`src/card_cfg_defs.vh`:
```
// constants for the card decode and configuration block
`ifndef CARD_CFG_DEFS_VH
`define CARD_CFG_DEFS_VH
// ----------------------------------------------------------------
// register byte offsets on the register bus
// ----------------------------------------------------------------
`define OFF_CTRL 4'h0
`define OFF_STATUS 4'h4
`define OFF_DAC0 4'h8
`define OFF_DAC1 4'hc
// ----------------------------------------------------------------
// control register fields
// ----------------------------------------------------------------
`define CTRL_LOAD_BIT 0
`define CTRL_T0_EN_BIT 1
`define CTRL_T1_EN_BIT 2
`define CTRL_T2_EN_BIT 3
// ----------------------------------------------------------------
// decode constants and reset values
// ----------------------------------------------------------------
`define WINDOW_SIZE 16
`define A9_REQUIRED 1'b1
`define DEFAULT_SWITCH 5'h02
`define DAC_RESET 12'h000
`define TMR_RESET 16'hffff
// ----------------------------------------------------------------
// timing: mclk 20 MHz, reference 2 MHz
// ----------------------------------------------------------------
`define MCLK_HZ 20000000
`define REF_HZ 2000000
`define REF_DIV (`MCLK_HZ / `REF_HZ)
`endif

```
`src/card_cfg.v`:
```
// host decode, jumper routing, d/a latches and pacer timers
// What this block does
// - respond to sixteen addresses from base only
// - switch positions 1..5 give A8..A4, on=0
// - require A9 high, low nibble selects location
// - factory switch state decodes base 220
// - per channel 12-bit first-rank input latch
// - double-buffered: second rank updates both together
// - transparent jumper: write reaches converter at once
// - dma request on jumper-chosen channel 5,6,7
// - interrupt on jumper-chosen line, default 15
// - three 16-bit down-counting timers, timer 1 chained to timer 2
// - timer 2 clocked from 2 MHz reference
// - timer 1 clocked by timer 2 output
// - timer 0 clock: internal 2 MHz or external
// - input mux 16 single-ended or 8 differential
//
// Design decisions made here: the AXI4-Lite interface to the registers and the register addresses.
`timescale 1ns/100ps
`include "card_cfg_defs.vh"
module card_cfg (
   // clock, reset, enable
   input wire mclk,
   input wire rst_b,
   input wire ce,
   // host io cycle
   input wire [9:0] host_addr,
   input wire host_ior_b,
   input wire host_iow_b,
   input wire [15:0] host_data,
   // board switch and jumpers (on = 0)
   input wire [4:0] base_select_switch,
   input wire dac_latch_mode_jumper,
   input wire [7:0] irq_line_jumper,
   input wire dma_select_jumper_a,
   input wire dma_select_jumper_b,
   input wire input_config_jumper,
   input wire timer0_internal_clock_sel,
   input wire timer0_external_clock_sel,
   input wire external_timer_clock_in,
   // internal requests
   input wire irq_event,
   input wire dma_event,
   // decode outputs
   output reg card_sel_q,
   output reg [3:0] reg_index_q,
   // dma and interrupt lines (index 0..2 = channel 5..7)
   output reg [2:0] dma_req_q,
   output reg [7:0] irq_line_q,
   // converter latches
   output reg [11:0] dac0_code_q,
   output reg [11:0] dac1_code_q,
   // timers
   output reg [2:0] timer_out_q,
   output reg differential_mode_q,
   // axi4-lite slave
   input wire [3:0] s_axi_awaddr,
   input wire s_axi_awvalid,
   output reg s_axi_awready,
   input wire [31:0] s_axi_wdata,
   input wire [3:0] s_axi_wstrb,
   input wire s_axi_wvalid,
   output reg s_axi_wready,
   output reg [1:0] s_axi_bresp,
   output reg s_axi_bvalid,
   input wire s_axi_bready,
   input wire [3:0] s_axi_araddr,
   input wire s_axi_arvalid,
   output reg s_axi_arready,
   output reg [31:0] s_axi_rdata,
   output reg [1:0] s_axi_rresp,
   output reg s_axi_rvalid,
   input wire s_axi_rready
);
   // ----------------------------------------------------------------
   // address decode
   // ----------------------------------------------------------------
   wire [4:0] base_bits; // expected A8..A4
   wire hit; // io cycle inside our window
   wire host_wr; // write io cycle
   reg host_wr_q; // previous write state for edge detect
   wire wr_edge; // one cycle at write start
   // switch position 1 is A8; a closed position reads 0
   assign base_bits = base_select_switch;
   // A9 fixed high, A3..A0 free so window is 16 locations
   assign hit = (host_addr[9] == `A9_REQUIRED) && (host_addr[8:4] == base_bits)
                && (!host_ior_b || !host_iow_b);
   assign host_wr = hit && !host_iow_b;
   assign wr_edge = host_wr && !host_wr_q;
   // registered select and location index
   always @(posedge mclk or negedge rst_b) begin
      if (!rst_b) begin
         card_sel_q <= 1'b0;
         reg_index_q <= 4'h0;
         host_wr_q <= 1'b0;
      end else if (ce) begin
         card_sel_q <= hit;
         reg_index_q <= hit ? host_addr[3:0] : 4'h0;
         host_wr_q <= host_wr;
      end
   end
   // ----------------------------------------------------------------
   // d/a two-rank latches
   // ----------------------------------------------------------------
   reg [11:0] dac0_in_q; // first rank, channel 1
   reg [11:0] dac1_in_q; // first rank, channel 2
   wire dac0_wr; // host write to d/a channel 1
   wire dac1_wr; // host write to d/a channel 2
   wire sw_load; // software second-rank transfer
   assign dac0_wr = wr_edge && (host_addr[3:0] == 4'h4);
   assign dac1_wr = wr_edge && (host_addr[3:0] == 4'h6);
   // first rank captures the host data bus
   always @(posedge mclk or negedge rst_b) begin
      if (!rst_b) begin
         dac0_in_q <= `DAC_RESET;
         dac1_in_q <= `DAC_RESET;
      end else if (ce) begin
         if (dac0_wr) begin
            dac0_in_q <= host_data[11:0];
         end
         if (dac1_wr) begin
            dac1_in_q <= host_data[11:0];
         end
      end
   end
   // second rank: jumper high = transparent, low = double buffered
   always @(posedge mclk or negedge rst_b) begin
      if (!rst_b) begin
         dac0_code_q <= `DAC_RESET;
         dac1_code_q <= `DAC_RESET;
      end else if (ce) begin
         if (dac_latch_mode_jumper) begin
            // transparent: straight from the bus, no wait for transfer
            if (dac0_wr) begin
               dac0_code_q <= host_data[11:0];
            end
            if (dac1_wr) begin
               dac1_code_q <= host_data[11:0];
            end
         end else if (sw_load) begin
            // both outputs move on the same edge
            dac0_code_q <= dac0_in_q;
            dac1_code_q <= dac1_in_q;
         end
      end
   end
   // ----------------------------------------------------------------
   // dma and interrupt routing
   // ----------------------------------------------------------------
   // jumper code a,b: 00 -> ch5, 01 -> ch6, 1x -> ch7
   always @(posedge mclk or negedge rst_b) begin
      if (!rst_b) begin
         dma_req_q <= 3'h0;
         irq_line_q <= 8'h00;
         differential_mode_q <= 1'b0;
      end else if (ce) begin
         dma_req_q[0] <= dma_event && !dma_select_jumper_a && !dma_select_jumper_b;
         dma_req_q[1] <= dma_event && !dma_select_jumper_a && dma_select_jumper_b;
         dma_req_q[2] <= dma_event && dma_select_jumper_a;
         // one-hot jumper row; bit 7 is level 15, the factory row
         irq_line_q <= irq_event ? irq_line_jumper : 8'h00;
         differential_mode_q <= input_config_jumper;
      end
   end
   // ----------------------------------------------------------------
   // reference divider and timers
   // ----------------------------------------------------------------
   reg [3:0] div_q; // divides mclk to the 2 MHz reference tick
   wire ref_tick;
   reg ext_q; // external clock previous level
   wire ext_tick;
   wire t0_tick;
   wire [2:0] t_en;
   wire [2:0] t_tick;
   wire [2:0] t_pulse;
   wire [15:0] t_count [0:2];
   reg [31:0] ctrl_q; // software control word
   reg [15:0] reload_q [0:2]; // per-timer reload values
   reg [2:0] reload_wr; // reload strobes
   // last divider state; the division ratio must stay within sixteen
   localparam integer ref_last = `REF_DIV - 1;
   assign ref_tick = (div_q == ref_last[3:0]);
   assign ext_tick = external_timer_clock_in && !ext_q;
   // the two select jumpers are exclusive; internal wins if both
   assign t0_tick = timer0_internal_clock_sel ? ref_tick :
                    (timer0_external_clock_sel ? ext_tick : 1'b0);
   assign t_en = {ctrl_q[`CTRL_T2_EN_BIT], ctrl_q[`CTRL_T1_EN_BIT], ctrl_q[`CTRL_T0_EN_BIT]};
   assign t_tick[0] = t0_tick && t_en[0];
   assign t_tick[1] = t_pulse[2] && t_en[1];
   assign t_tick[2] = ref_tick && t_en[2];
   assign sw_load = ctrl_q[`CTRL_LOAD_BIT];
   // reference divider and external edge detect
   always @(posedge mclk or negedge rst_b) begin
      if (!rst_b) begin
         div_q <= 4'h0;
         ext_q <= 1'b0;
         timer_out_q <= 3'h0;
      end else if (ce) begin
         div_q <= ref_tick ? 4'h0 : div_q + 4'h1;
         ext_q <= external_timer_clock_in;
         timer_out_q <= t_pulse;
      end
   end
   genvar gi;
   generate
      for (gi = 0; gi < 3; gi = gi + 1) begin : g_tmr
         // each channel is a 16-bit down counter; channel 1 counts channel 2 pulses
         down_timer u_tmr (
            .mclk(mclk),
            .rst_b(rst_b),
            .ce(ce),
            .tick(t_tick[gi]),
            .load(reload_wr[gi]),
            .reload(reload_q[gi]),
            .count_q(t_count[gi]),
            .out_q(t_pulse[gi])
         );
      end
   endgenerate
   // ----------------------------------------------------------------
   // axi4-lite slave
   // ----------------------------------------------------------------
   // offsets: 0 ctrl, 4 status, 8 reload t0, c reload t1/t2
   reg [3:0] aw_q; // latched write address
   reg aw_have_q; // address taken
   reg [31:0] w_q; // latched write data
   reg w_have_q; // data taken
   wire do_wr;
   assign do_wr = aw_have_q && w_have_q && !s_axi_bvalid;
   // write channel: address and data may arrive in either order
   always @(posedge mclk or negedge rst_b) begin
      if (!rst_b) begin
         aw_q <= 4'h0;
         aw_have_q <= 1'b0;
         w_q <= 32'h0;
         w_have_q <= 1'b0;
         s_axi_awready <= 1'b0;
         s_axi_wready <= 1'b0;
         s_axi_bvalid <= 1'b0;
         s_axi_bresp <= 2'h0;
         ctrl_q <= 32'h0;
         reload_q[0] <= `TMR_RESET;
         reload_q[1] <= `TMR_RESET;
         reload_q[2] <= `TMR_RESET;
         reload_wr <= 3'h0;
      end else if (ce) begin
         reload_wr <= 3'h0;
         ctrl_q[`CTRL_LOAD_BIT] <= 1'b0; // load is a self-clearing pulse
         s_axi_awready <= !aw_have_q && !s_axi_awready && s_axi_awvalid;
         s_axi_wready <= !w_have_q && !s_axi_wready && s_axi_wvalid;
         if (s_axi_awvalid && s_axi_awready) begin
            aw_q <= s_axi_awaddr;
            aw_have_q <= 1'b1;
         end
         if (s_axi_wvalid && s_axi_wready) begin
            w_q <= s_axi_wdata;
            w_have_q <= 1'b1;
         end
         if (do_wr) begin
            aw_have_q <= 1'b0;
            w_have_q <= 1'b0;
            s_axi_bvalid <= 1'b1;
            s_axi_bresp <= 2'h0;
            case (aw_q)
               `OFF_CTRL: begin
                  ctrl_q <= w_q;
               end
               `OFF_DAC0: begin
                  reload_q[0] <= w_q[15:0];
                  reload_wr[0] <= 1'b1;
               end
               `OFF_DAC1: begin
                  reload_q[1] <= w_q[15:0];
                  reload_q[2] <= w_q[31:16];
                  reload_wr[1] <= 1'b1;
                  reload_wr[2] <= 1'b1;
               end
               `OFF_STATUS: begin
                  s_axi_bresp <= 2'h2; // read-only
               end
               default: begin
                  s_axi_bresp <= 2'h2; // unmapped
               end
            endcase
         end else if (s_axi_bvalid && s_axi_bready) begin
            s_axi_bvalid <= 1'b0;
         end
      end
   end
   // read channel: one read at a time, answer one cycle after accept
   always @(posedge mclk or negedge rst_b) begin
      if (!rst_b) begin
         s_axi_arready <= 1'b0;
         s_axi_rvalid <= 1'b0;
         s_axi_rdata <= 32'h0;
         s_axi_rresp <= 2'h0;
      end else if (ce) begin
         s_axi_arready <= !s_axi_arready && !s_axi_rvalid && s_axi_arvalid;
         if (s_axi_arvalid && s_axi_arready) begin
            s_axi_rvalid <= 1'b1;
            s_axi_rresp <= 2'h0;
            case (s_axi_araddr)
               `OFF_CTRL: begin
                  s_axi_rdata <= ctrl_q;
               end
               `OFF_STATUS: begin
                  s_axi_rdata <= {8'h00, dac1_code_q, dac0_code_q};
               end
               `OFF_DAC0: begin
                  s_axi_rdata <= {16'h0, t_count[0]};
               end
               `OFF_DAC1: begin
                  s_axi_rdata <= {t_count[2], t_count[1]};
               end
               default: begin
                  s_axi_rdata <= 32'h0;
                  s_axi_rresp <= 2'h2;
               end
            endcase
         end else if (s_axi_rvalid && s_axi_rready) begin
            s_axi_rvalid <= 1'b0;
         end
      end
   end
endmodule // card_cfg

```
`src/down_timer.v`:
```
// one 16-bit down-counting timer channel
`timescale 1ns/100ps
module down_timer (
   // clock and reset
   input wire mclk,
   input wire rst_b,
   input wire ce,
   // control
   input wire tick,
   input wire load,
   input wire [15:0] reload,
   // status
   output reg [15:0] count_q,
   output reg out_q
);
   // ----------------------------------------------------------------
   // counter
   // ----------------------------------------------------------------
   // counts down on each tick, pulses out and reloads on the tick taken at count one
   always @(posedge mclk or negedge rst_b) begin
      if (!rst_b) begin
         count_q <= 16'hffff;
         out_q <= 1'b0;
      end else if (ce) begin
         out_q <= 1'b0;
         if (load) begin
            count_q <= reload;
         end else if (tick) begin
            if (count_q <= 16'h0001) begin
               // terminal count: reload and emit one pulse
               count_q <= reload;
               out_q <= 1'b1;
            end else begin
               count_q <= count_q - 16'h0001;
            end
         end
      end
   end
endmodule // down_timer

```
`config.mk`:
```
export PLATFORM = sky130hd
export DESIGN_NAME = card_cfg
export DESIGN_NICKNAME = d
export VERILOG_FILES = /design/src/card_cfg.v /design/src/down_timer.v
export VERILOG_INCLUDE_DIRS = /design/src
export SDC_FILE = /design/constraint.sdc
export NUM_CORES = 1
export LEC_CHECK = 0
export BUFFER_PORTS_ARGS = -buffer_cell sky130_fd_sc_hd__buf_2
export CAP_MARGIN = 15
export CORE_AREA = 8 8 154 170
export DETAILED_ROUTE_END_ITERATION = 6
export DIE_AREA = 0 0 162 178
export GPL_TIMING_DRIVEN = 0
export PLACE_DENSITY_LB_ADDON = 0.08
export SYNTH_ARGS = -nofsm -noshare
export SYNTH_HDL_FRONTEND = slang
export SYNTH_SLANG_ARGS = --single-unit
```
`constraint.sdc`:
```
create_clock -name mclk -period 6.05 [get_ports mclk]
set_clock_uncertainty 0.2 [all_clocks]
set_input_delay 0.605 -clock mclk [delete_from_list [all_inputs] [get_ports mclk]]
set_output_delay 0.605 -clock mclk [all_outputs]
set_load 0.005 [all_outputs]
```
Word-level counts from Yosys, hierarchy flattened --
Cells that the tools add are included. W data, S select, Z words.
Storage, ports and cells: register bits 287, word-level logic and storage cells 171
Operators by class: $add $sub $neg 4, $lt $le $gt $ge 3, equality and inequality tests 11, muxes and demuxes 45, reductions and logical operators 71
Operators with widths (number):
- $mux W16 | 9
- $pmux W32 S4 | 1
- $mux W12 | 6
- $le A16 B1 Y1 const B | 3
- $sub A16 B1 Y16 const B | 3
- $logic_and A1 B1 Y1 | 27
- $reduce_and A2 Y1 | 13
- $mux W1 | 22
- $eq A4 B4 Y1 const B | 5
- $reduce_bool A2 Y1 | 8
- $reduce_and A3 Y1 | 5
- $logic_not A1 Y1 | 13
- $eq A4 B3 Y1 const B | 3
- $logic_not A4 Y1 | 2
- $mux W4 | 2
- $mux W8 | 1
- $mux W2 | 3
- $eq A5 B5 Y1 | 1
- $add A4 B1 Y4 const B | 1
- $ne A2 B1 Y1 const B | 2
- $reduce_or A4 Y1 | 1
- $mux W3 | 1
- $reduce_or A3 Y1 | 1
- $logic_or A1 B1 Y1 | 1

Depth between registers and ports, before layout --
Gate-level depths: netlist (run 1).
depth in word-level cells 8, mapped depth 8, gate-level depth less buffers 7

Modules after synthesis --
From an unflattened synthesis (run 1), not the netlist that was laid out.
Unflattened totals: cells, all modules 1184, area total of the unflattened synthesis 13594.3 µm²
Modules (own cells, without submodules):
- card_cfg | times used 1, cells each 776, area each 9987.1 µm², sequential area each 5890.6 µm²
- down_timer (g_tmr[0].u_tmr ...) | times used 2, cells each 138, area each 1222.4 µm², sequential area each 445.4 µm²
- down_timer (g_tmr[2].u_tmr) | times used 1, cells each 132, area each 1162.4 µm², sequential area each 445.4 µm²

Worst setup path after synthesis (run 1) --
No wires, ideal clock.
path kind input port to flip-flop, start in timer0_internal_clock_sel, end reg g_tmr[0].u_tmr.count_q[7], library setup time 84 ps, data arrival time 2114 ps, required time 5766 ps, path slack 3652 ps, stages on the path 6, path buffers 1, cells stage by stage or4bb_1 > o22ai_1 > nand2b_1 > clkbuf_1 > a21oi_1 > a311o_1
On the way: longest elaborated chain between the ends 4
RTL lines:
- from (decl) | line card_cfg.v:38 | input wire timer0_internal_clock_sel,
- $mux W1 | line card_cfg.v:185 | assign t0_tick = timer0_internal_clock_sel ? ref_tick :
- $logic_and A1 B1 Y1 | line card_cfg.v:188 | assign t_tick[0] = t0_tick && t_en[0];
- $reduce_bool A2 Y1 (no source line)
- $reduce_and A2 Y1 (no source line)
- to (signal assigned) | line down_timer.v:27 | count_q <= reload;
- to (signal assigned) | line down_timer.v:31 | count_q <= reload;
- to (signal assigned) | line down_timer.v:34 | count_q <= count_q - 16'h0001;
- to (decl) | line down_timer.v:13 | output reg [15:0] count_q,
Every way passes these cells. A chain may end at the register's enable or synchronous reset.

Worst setup path in the final report (run 1) --
start reg g_tmr[0].u_tmr.count_q[0], end reg g_tmr[0].u_tmr.count_q[9]
On the way: longest elaborated chain between the ends 4
RTL lines:
- $sub A16 B1 Y16 or $le A16 B1 Y1 (tied branches) | line down_timer.v:34, down_timer.v:29
- $mux W16 * | line down_timer.v:29 | if (count_q <= 16'h0001) begin
- $mux W16 * | line down_timer.v:28 | end else if (tick) begin
- $mux W16 * | line down_timer.v:26 | if (load) begin
Every way passes the cells marked *; elsewhere a longest branch is shown, timed or not. The select of a mux whose other input is x is not followed.

==> impl_metrics.toml, run 1 <==
[worst_setup_path]
reg2reg_depth = 8
crit_fanout = 10
cpMostUsedCell = "nor3_1"
cp.arrival_ns = 3.13
path_delay_family = "compound AO/OA/AOI/OAI gates"
cpMaxStageDelayCell = "a21oi_1"
cp.depth = 8
start_kind = "flip-flop"
cp.required_ns = 6.28
crit_path_end_kind = "flip-flop"
path_buf_inv = 2
critPathKind = "flip-flop to flip-flop"
cp_cell_sequence = "inv_1 -> ha_1 -> nor2_1 -> nor3_1 -> a21oi_1 -> buf_2 -> nor3_1 -> a221oi_1"
slowest_delay_ns = 0.69

[synthesis]
synthTopCellsByCount = "188 x dfrtp_1, 168 x mux2_2, 102 x o21ai_0"
synthCells = 1151
ys_seq_elements = 284
synth.area.top_cells = "dfrtp_1 36%, dfstp_2 19%, mux2_2 14%"
synth.cell_area_um2 = 13100
yosysWarningCount = 0
synth.top_cell.area_share_pct = 35.9
yosys.area.top_type = "dfrtp_1"
async_flop_share_pct = 100
syn_area_per_cell_um2 = 11.4
ys.flop_type = "dfrtp_1"
synth_cell_types = 68
seq_area_frac_synth_pct = 55.2
synth_edf_count = 0
synth.most_common_cell = "dfrtp_1"

[clocking]
root_buffer = "clkbuf_16"
cts-resized-gates = 0
cts_setup_buffers = 0
clock_latency_ns = 0.54
clock-sinks = 284
clkSlewWorstSetupHoldPaths_ns = 0.06
cts_buffers = 29
cts_hold_buf = 1
cts_tree = "built"
cts_buffer_depth = 3
cts-htree-levels = 1

[floorplanning]
fp.dieH_um = 178
rows = 59
pin_count = 187
core_um2 = 23300
start_util_pct = 56.2
die_w_um = 162
die_area_um2 = 28800

[hold_path]
hold_depth = 2
hp-class = "primary input to flip-flop"

[timing]
rsz0062_at_grt = "false"
max_freq_ghz = 0.345
timing.setup.tns_ns = 0
max_slew.worst_pin.slew_ns = 1.09
drv_slew = 0
setup_viol = 0
max_slew_margin_pct = 26.4
hold_viol_final = 0
fin_crit_ns = 2.90
fin_crit_sh_pct = 48.0

[cells_and_area]
utilization_pct = 65.7
layout-drive-gt1-share_pct = 36.7
antenna_cells = 0
nets = 1470
syn_to_final_growth_pct = 17.1

[power]
power_density_nw_per_um2 = 364
leakagePower_nw = 7.12
ir_drop_mv = 0.279

[global_routing]
grtUsageTotal_pct = 25.8
grt_pass1_wl_um = 58400
global_route.overflow_total = 0
grt_pass1_vias = 10200
grt_max_degree = 125
antenna_found_initial = 0

[routing]
first_iter_violations = 847
vias_per_cell = 6.00
ant_nets = 0
wirelength_um = 37400
routedWlPerCell_um = 22.1
drc_errors = 0
dr.pass1.iters = 5
routed-via-count = 10100

[flow_run]
cap_violations = 0

[placement]
gp_congestion = 0.908
port_buffers = 175
hpwlAfterDp_um = 27400

[run_status]
status = "complete, no violations"
[final cells by class]
| type | instances | area [um^2] |
|---|---|---|
| fill | 1899 | 7990 |
| sequential | 284 | 7230 |
| buffer | 68 | 273 |
| timing repair buffer | 179 | 956 |
| inverter | 75 | 282 |
| multi-input combinational | 725 | 5320 |
| clock buffer | 42 | 835 |
| clock inverter | 11 | 58.8 |
| tap | 305 | 382 |
[registers in the layout, summed over array words and instances, names as in the netlist, 2 cells and up]
| name | count |
|---|---|
| timer_out_q | 3 |
| div_q | 4 |
| reload_wr | 2 |
| g_tmr.u_tmr.count_q | 48 |
| dac1_in_q | 12 |
| dac1_code_q | 12 |
| dac0_code_q | 12 |
| dma_req_q | 3 |
| reg_index_q | 4 |
| ctrl_q | 32 |
| reload_q | 48 |
| w_q | 32 |
| irq_line_q | 8 |
| aw_q | 4 |
| g_tmr.u_tmr.out_q | 3 |
| s_axi_rdata | 32 |
| dac0_in_q | 12 |
[layout by cell type (no fill, tap or decap), types with 4 or more instances in the layout]
master       n
o2bb2ai_1    9
and3_1       8
a22o_1      17
mux2i_1     23
o21ai_0    102
dfrtp_1    188
nand2_1     96
or3_1        8
and2_1       4
o221ai_1     5
a221oi_1    17
clkbuf_8     6
inv_1       74
a21oi_1     25
mux2_2     168
clkinv_2    10
o211ai_1     8
nor3_1      17
xnor2_1      6
buf_2      179
nor4_1      15
nor2_1      27
or4_1        9
a222oi_1     8
nand4_1     10
a22oi_1     17
nand3_1     45
clkbuf_16   29
ha_1         6
clkbuf_1    64
a2bb2oi_1   14
dfstp_2     96
[power breakdown]
group          internal [mW]  leakage (nW)  switching [mW]
Sequential              2.47          3.50           0.455
Clock                  0.954         0.452           0.734
Combinational          0.508          3.17           0.463
[routing by layer]
layer  GRT usage (%)  wire [um]  vias up
met3            5.45       3080       56
met5               0          0        -
met1            34.3      15800     5057
met2            41.8      17500      413
met4            8.34       1070        0
li1                -          -     4611
[through the flow]
| stage | std cells | worst slack (ns) | hold WS [ns] | instance area [um^2] | power [mW] |
|---|---|---|---|---|---|
| after floorplan | 1152 | 3.65 | 0.109 | 13100 | 3.42 |
| after global placement | 1632 | -1.03 | 0.257 | 14400 | 3.85 |
| after detailed placement | 1634 | 2.74 | 0.266 | 14400 | 3.91 |
| after CTS | 1688 | 3.15 | 0.0537 | 15300 | 5.61 |
| after global routing | 1689 | 2.99 | 0.0626 | 15300 | 5.85 |
| final | 1689 | 3.15 | 0.0728 | 15300 | 5.58 |
[final timing paths]
kind / start / endpoint / slack, ns
max: g_tmr[0].u_tmr.count_q[0] / g_tmr[0].u_tmr.count_q[9] / 3.15
min: host_iow_b / host_wr_q / 0.07
max in group asynchronous: rst_b / w_q[26] / 4.27
max reg2reg: g_tmr[0].u_tmr.count_q[0] / g_tmr[0].u_tmr.count_q[9] / 3.15
min in group asynchronous: rst_b / div_q[2] / 0.39
min reg2reg: s_axi_rdata[11] / s_axi_rdata[11] / 0.27
[cell families after synthesis]
| family | share of synthesized area [%] |
|---|---|
| buffers and inverters | 4.23 |
| AND/OR/NAND/NOR | 10.2 |
| other | 0.0286 |
| XOR/XNOR | 0.468 |
| AO/OA/AOI/OAI | 13.1 |
| flip-flops | 55.2 |
| adder cells (fa/ha/maj) | 0.573 |
| multiplexers | 16.2 |
Note: power is estimated with default switching activity, not from simulation.
==> run 2: changes to the inputs <==
--- a/config.mk
+++ b/config.mk
@@ -8,9 +8,9 @@
 export LEC_CHECK = 0
 export BUFFER_PORTS_ARGS = -buffer_cell sky130_fd_sc_hd__buf_2
 export CAP_MARGIN = 15
-export CORE_AREA = 8 8 154 170
+export CORE_AREA = 8 8 161 178
 export DETAILED_ROUTE_END_ITERATION = 6
-export DIE_AREA = 0 0 162 178
+export DIE_AREA = 0 0 169 186
 export GPL_TIMING_DRIVEN = 0
 export PLACE_DENSITY_LB_ADDON = 0.08
 export SYNTH_ARGS = -nofsm -noshare
==> constraint.sdc (replaced) <==
create_clock -name mclk -period 2.6 [get_ports mclk]
set_clock_uncertainty 0.2 [all_clocks]
set_input_delay 0.26 -clock mclk [delete_from_list [all_inputs] [get_ports mclk]]
set_output_delay 0.26 -clock mclk [all_outputs]
set_load 0.005 [all_outputs]
==> impl_metrics.toml, run 2 (synthesized netlist as in run 1, its figures left out) <==
[global_routing]
antenna_found_initial = 2
grt_pass1_vias = 10400
global_route.overflow_total = 0
grt_max_degree = 118
grt_pass1_wl_um = 59000
grtUsageTotal_pct = 24.0

[cells_and_area]
nFillCells = 2117
postLayoutCellArea_um2 = 16500
final_cell_mix = "188 x dfrtp_1, 179 x buf_2, 168 x mux2_2, 100 x o21ai_0"
layout-drive-gt1-share_pct = 36.1
nets = 1554
mostFrequentLayoutCell = "dfrtp_1"
syn_to_final_growth_pct = 25.9
reg_top3 = "g_tmr.u_tmr.count_q (48), reload_q (48)"

[timing]
drv_slew = 0
timing.setup.tns_ns = 0
fin_crit_sh_pct = 96.7
max_slew_margin_pct = 38.2
rsz0062_at_grt = "false"
max_slew.worst_pin.slew_ns = 0.919
setup_viol = 0
max_freq_ghz = 0.398
hold_viol_final = 0
fin_crit_ns = 2.51

[worst_setup_path]
critPathKind = "flip-flop to flip-flop"
crit_path_end_kind = "flip-flop"
cp.arrival_ns = 2.78
start_kind = "flip-flop"
cp.required_ns = 2.86
ff2ff_setup_slack_ns = 0.09
crit_fanout = 10

[placement]
port_buffers = 175
place_area_um2 = 14500
hpwlAfterDp_um = 26800
gp_congestion = 0.914

[flow_run]
cap_violations = 0

[floorplanning]
die_area_um2 = 31400
core_um2 = 25800
die_w_um = 169
rows = 62
fp.dieH_um = 186
start_util_pct = 50.9
pin_count = 187

[clocking]
root_buffer = "clkbuf_16"
clock_latency_ns = 0.55
clock-sinks = 284
cts_buffers = 30
clkSlewWorstSetupHoldPaths_ns = 0.06
cts_buffer_depth = 3
cts_tree = "built"
cts-htree-levels = 1

[power]
ir_drop_mv = 0.559
power_mw = 13.5
power_density_nw_per_um2 = 820
leakagePower_nw = 7.57

[hold_path]
hp-class = "primary input to asynchronous set/reset pin"

[routing]
wl_met3_um = 2570
routed-via-count = 10400
first_iter_violations = 761
vias_per_cell = 5.67
wl_met2_um = 18400
wl_met1_um = 15800
top_layer_used = "met4"
dr.pass1.iters = 7
wirelength_um = 37800
routedWlPerCell_um = 20.7
ant_nets = 0
drc_errors = 0

[run_status]
status = "complete, no violations"
==> run 2: changes by cell type in the layout (fill, tap and decap cells not counted), moves of 3 or more <==
cell / before / now
a21oi_4: 0 / 3
bufinv_16: 0 / 3
clkbuf_1: 64 / 56
clkbuf_2: 1 / 8
clkbuf_4: 0 / 3
clkinv_2: 10 / 4
dlygate4sd3_1: 1 / 84
==> run 2: power by group <==
group	internal [mW]	total [mW]	leakage, nW	switching, mW
Combinational	1.27	2.39	3.57	1.12
Sequential	5.75	6.72	3.50	0.971
Clock	2.68	4.42	0.507	1.74
==> run 2: routing by layer <==
layer  vias up  global-route usage, %
li1       4777                      -
met1      5167                   30.8
met2       338                   40.0
met3        68                   5.20
met4         0                   7.62
met5         -                      0
==> run 2: layout make-up <==
cell class	instances	area, um^2	share of cell area (%)
Clock buffer	48	910	5.52
Buffer	66	285	1.73
Inverter	75	282	1.71
Timing Repair Buffer	264	1800	10.9
Multi-Input combinational cell	725	5420	32.9
Sequential cell	284	7230	43.8
Clock inverter	8	119	0.721
Antenna cell	2	5.00	0.0303
Tap cell	352	440	2.67
==> run 2: critical path: stages, from the launching register on <==
cell	delay, ns
dfstp_2	0.51
clkbuf_1	0.33
nor2_1	0.12
and3_1	0.27
a21oi_4	0.37
clkbuf_2	0.32
a21oi_1	0.09
o21ai_0	0.20
==> run 2: timing repair <==
| action | 4_1_cts | 5_1_grt |
|---|---|---|
| hold endpoints to repair | 235 | 0 |
| gates resized for setup | 15 | 20 |
| setup endpoints to repair | 93 | 119 |
| hold buffers | 84 | 0 |
| buffers inserted | 0 | 2 |
| pin swaps | 0 | 4 |
==> run 2: final timing paths <==
path | from | to | depth (start not counted)
worst max-delay path | g_tmr[1].u_tmr.count_q[2] | g_tmr[1].u_tmr.count_q[11] | 7
worst min-delay path | rst_b | irq_line_q[0] | 2
worst max register to register | g_tmr[1].u_tmr.count_q[2] | g_tmr[1].u_tmr.count_q[11] | 7
worst min register to register | s_axi_rdata[27] | s_axi_rdata[27] | 2
max in group asynchronous | rst_b | dac0_in_q[7] | 3
min in group mclk | s_axi_araddr[1] | s_axi_rdata[15] | 3
==> run 2: metrics by stage <==
| stage | hold slack [ns] | worst slack [ns] | cells | util [%] |
|---|---|---|---|---|
| final | 0.0300 | 0.0858 | 1824 | 64.0 |
| after global routing | 0.0608 | 0.00172 | 1824 | 64.0 |
| after CTS | 0.0286 | 0.00622 | 1820 | 63.7 |
| after detailed placement | 0.0257 | -0.467 | 1681 | 56.3 |
| after global placement | 0.257 | -4.22 | 1679 | 56.0 |
| after floorplan | -0.236 | 0.269 | 1152 | - |
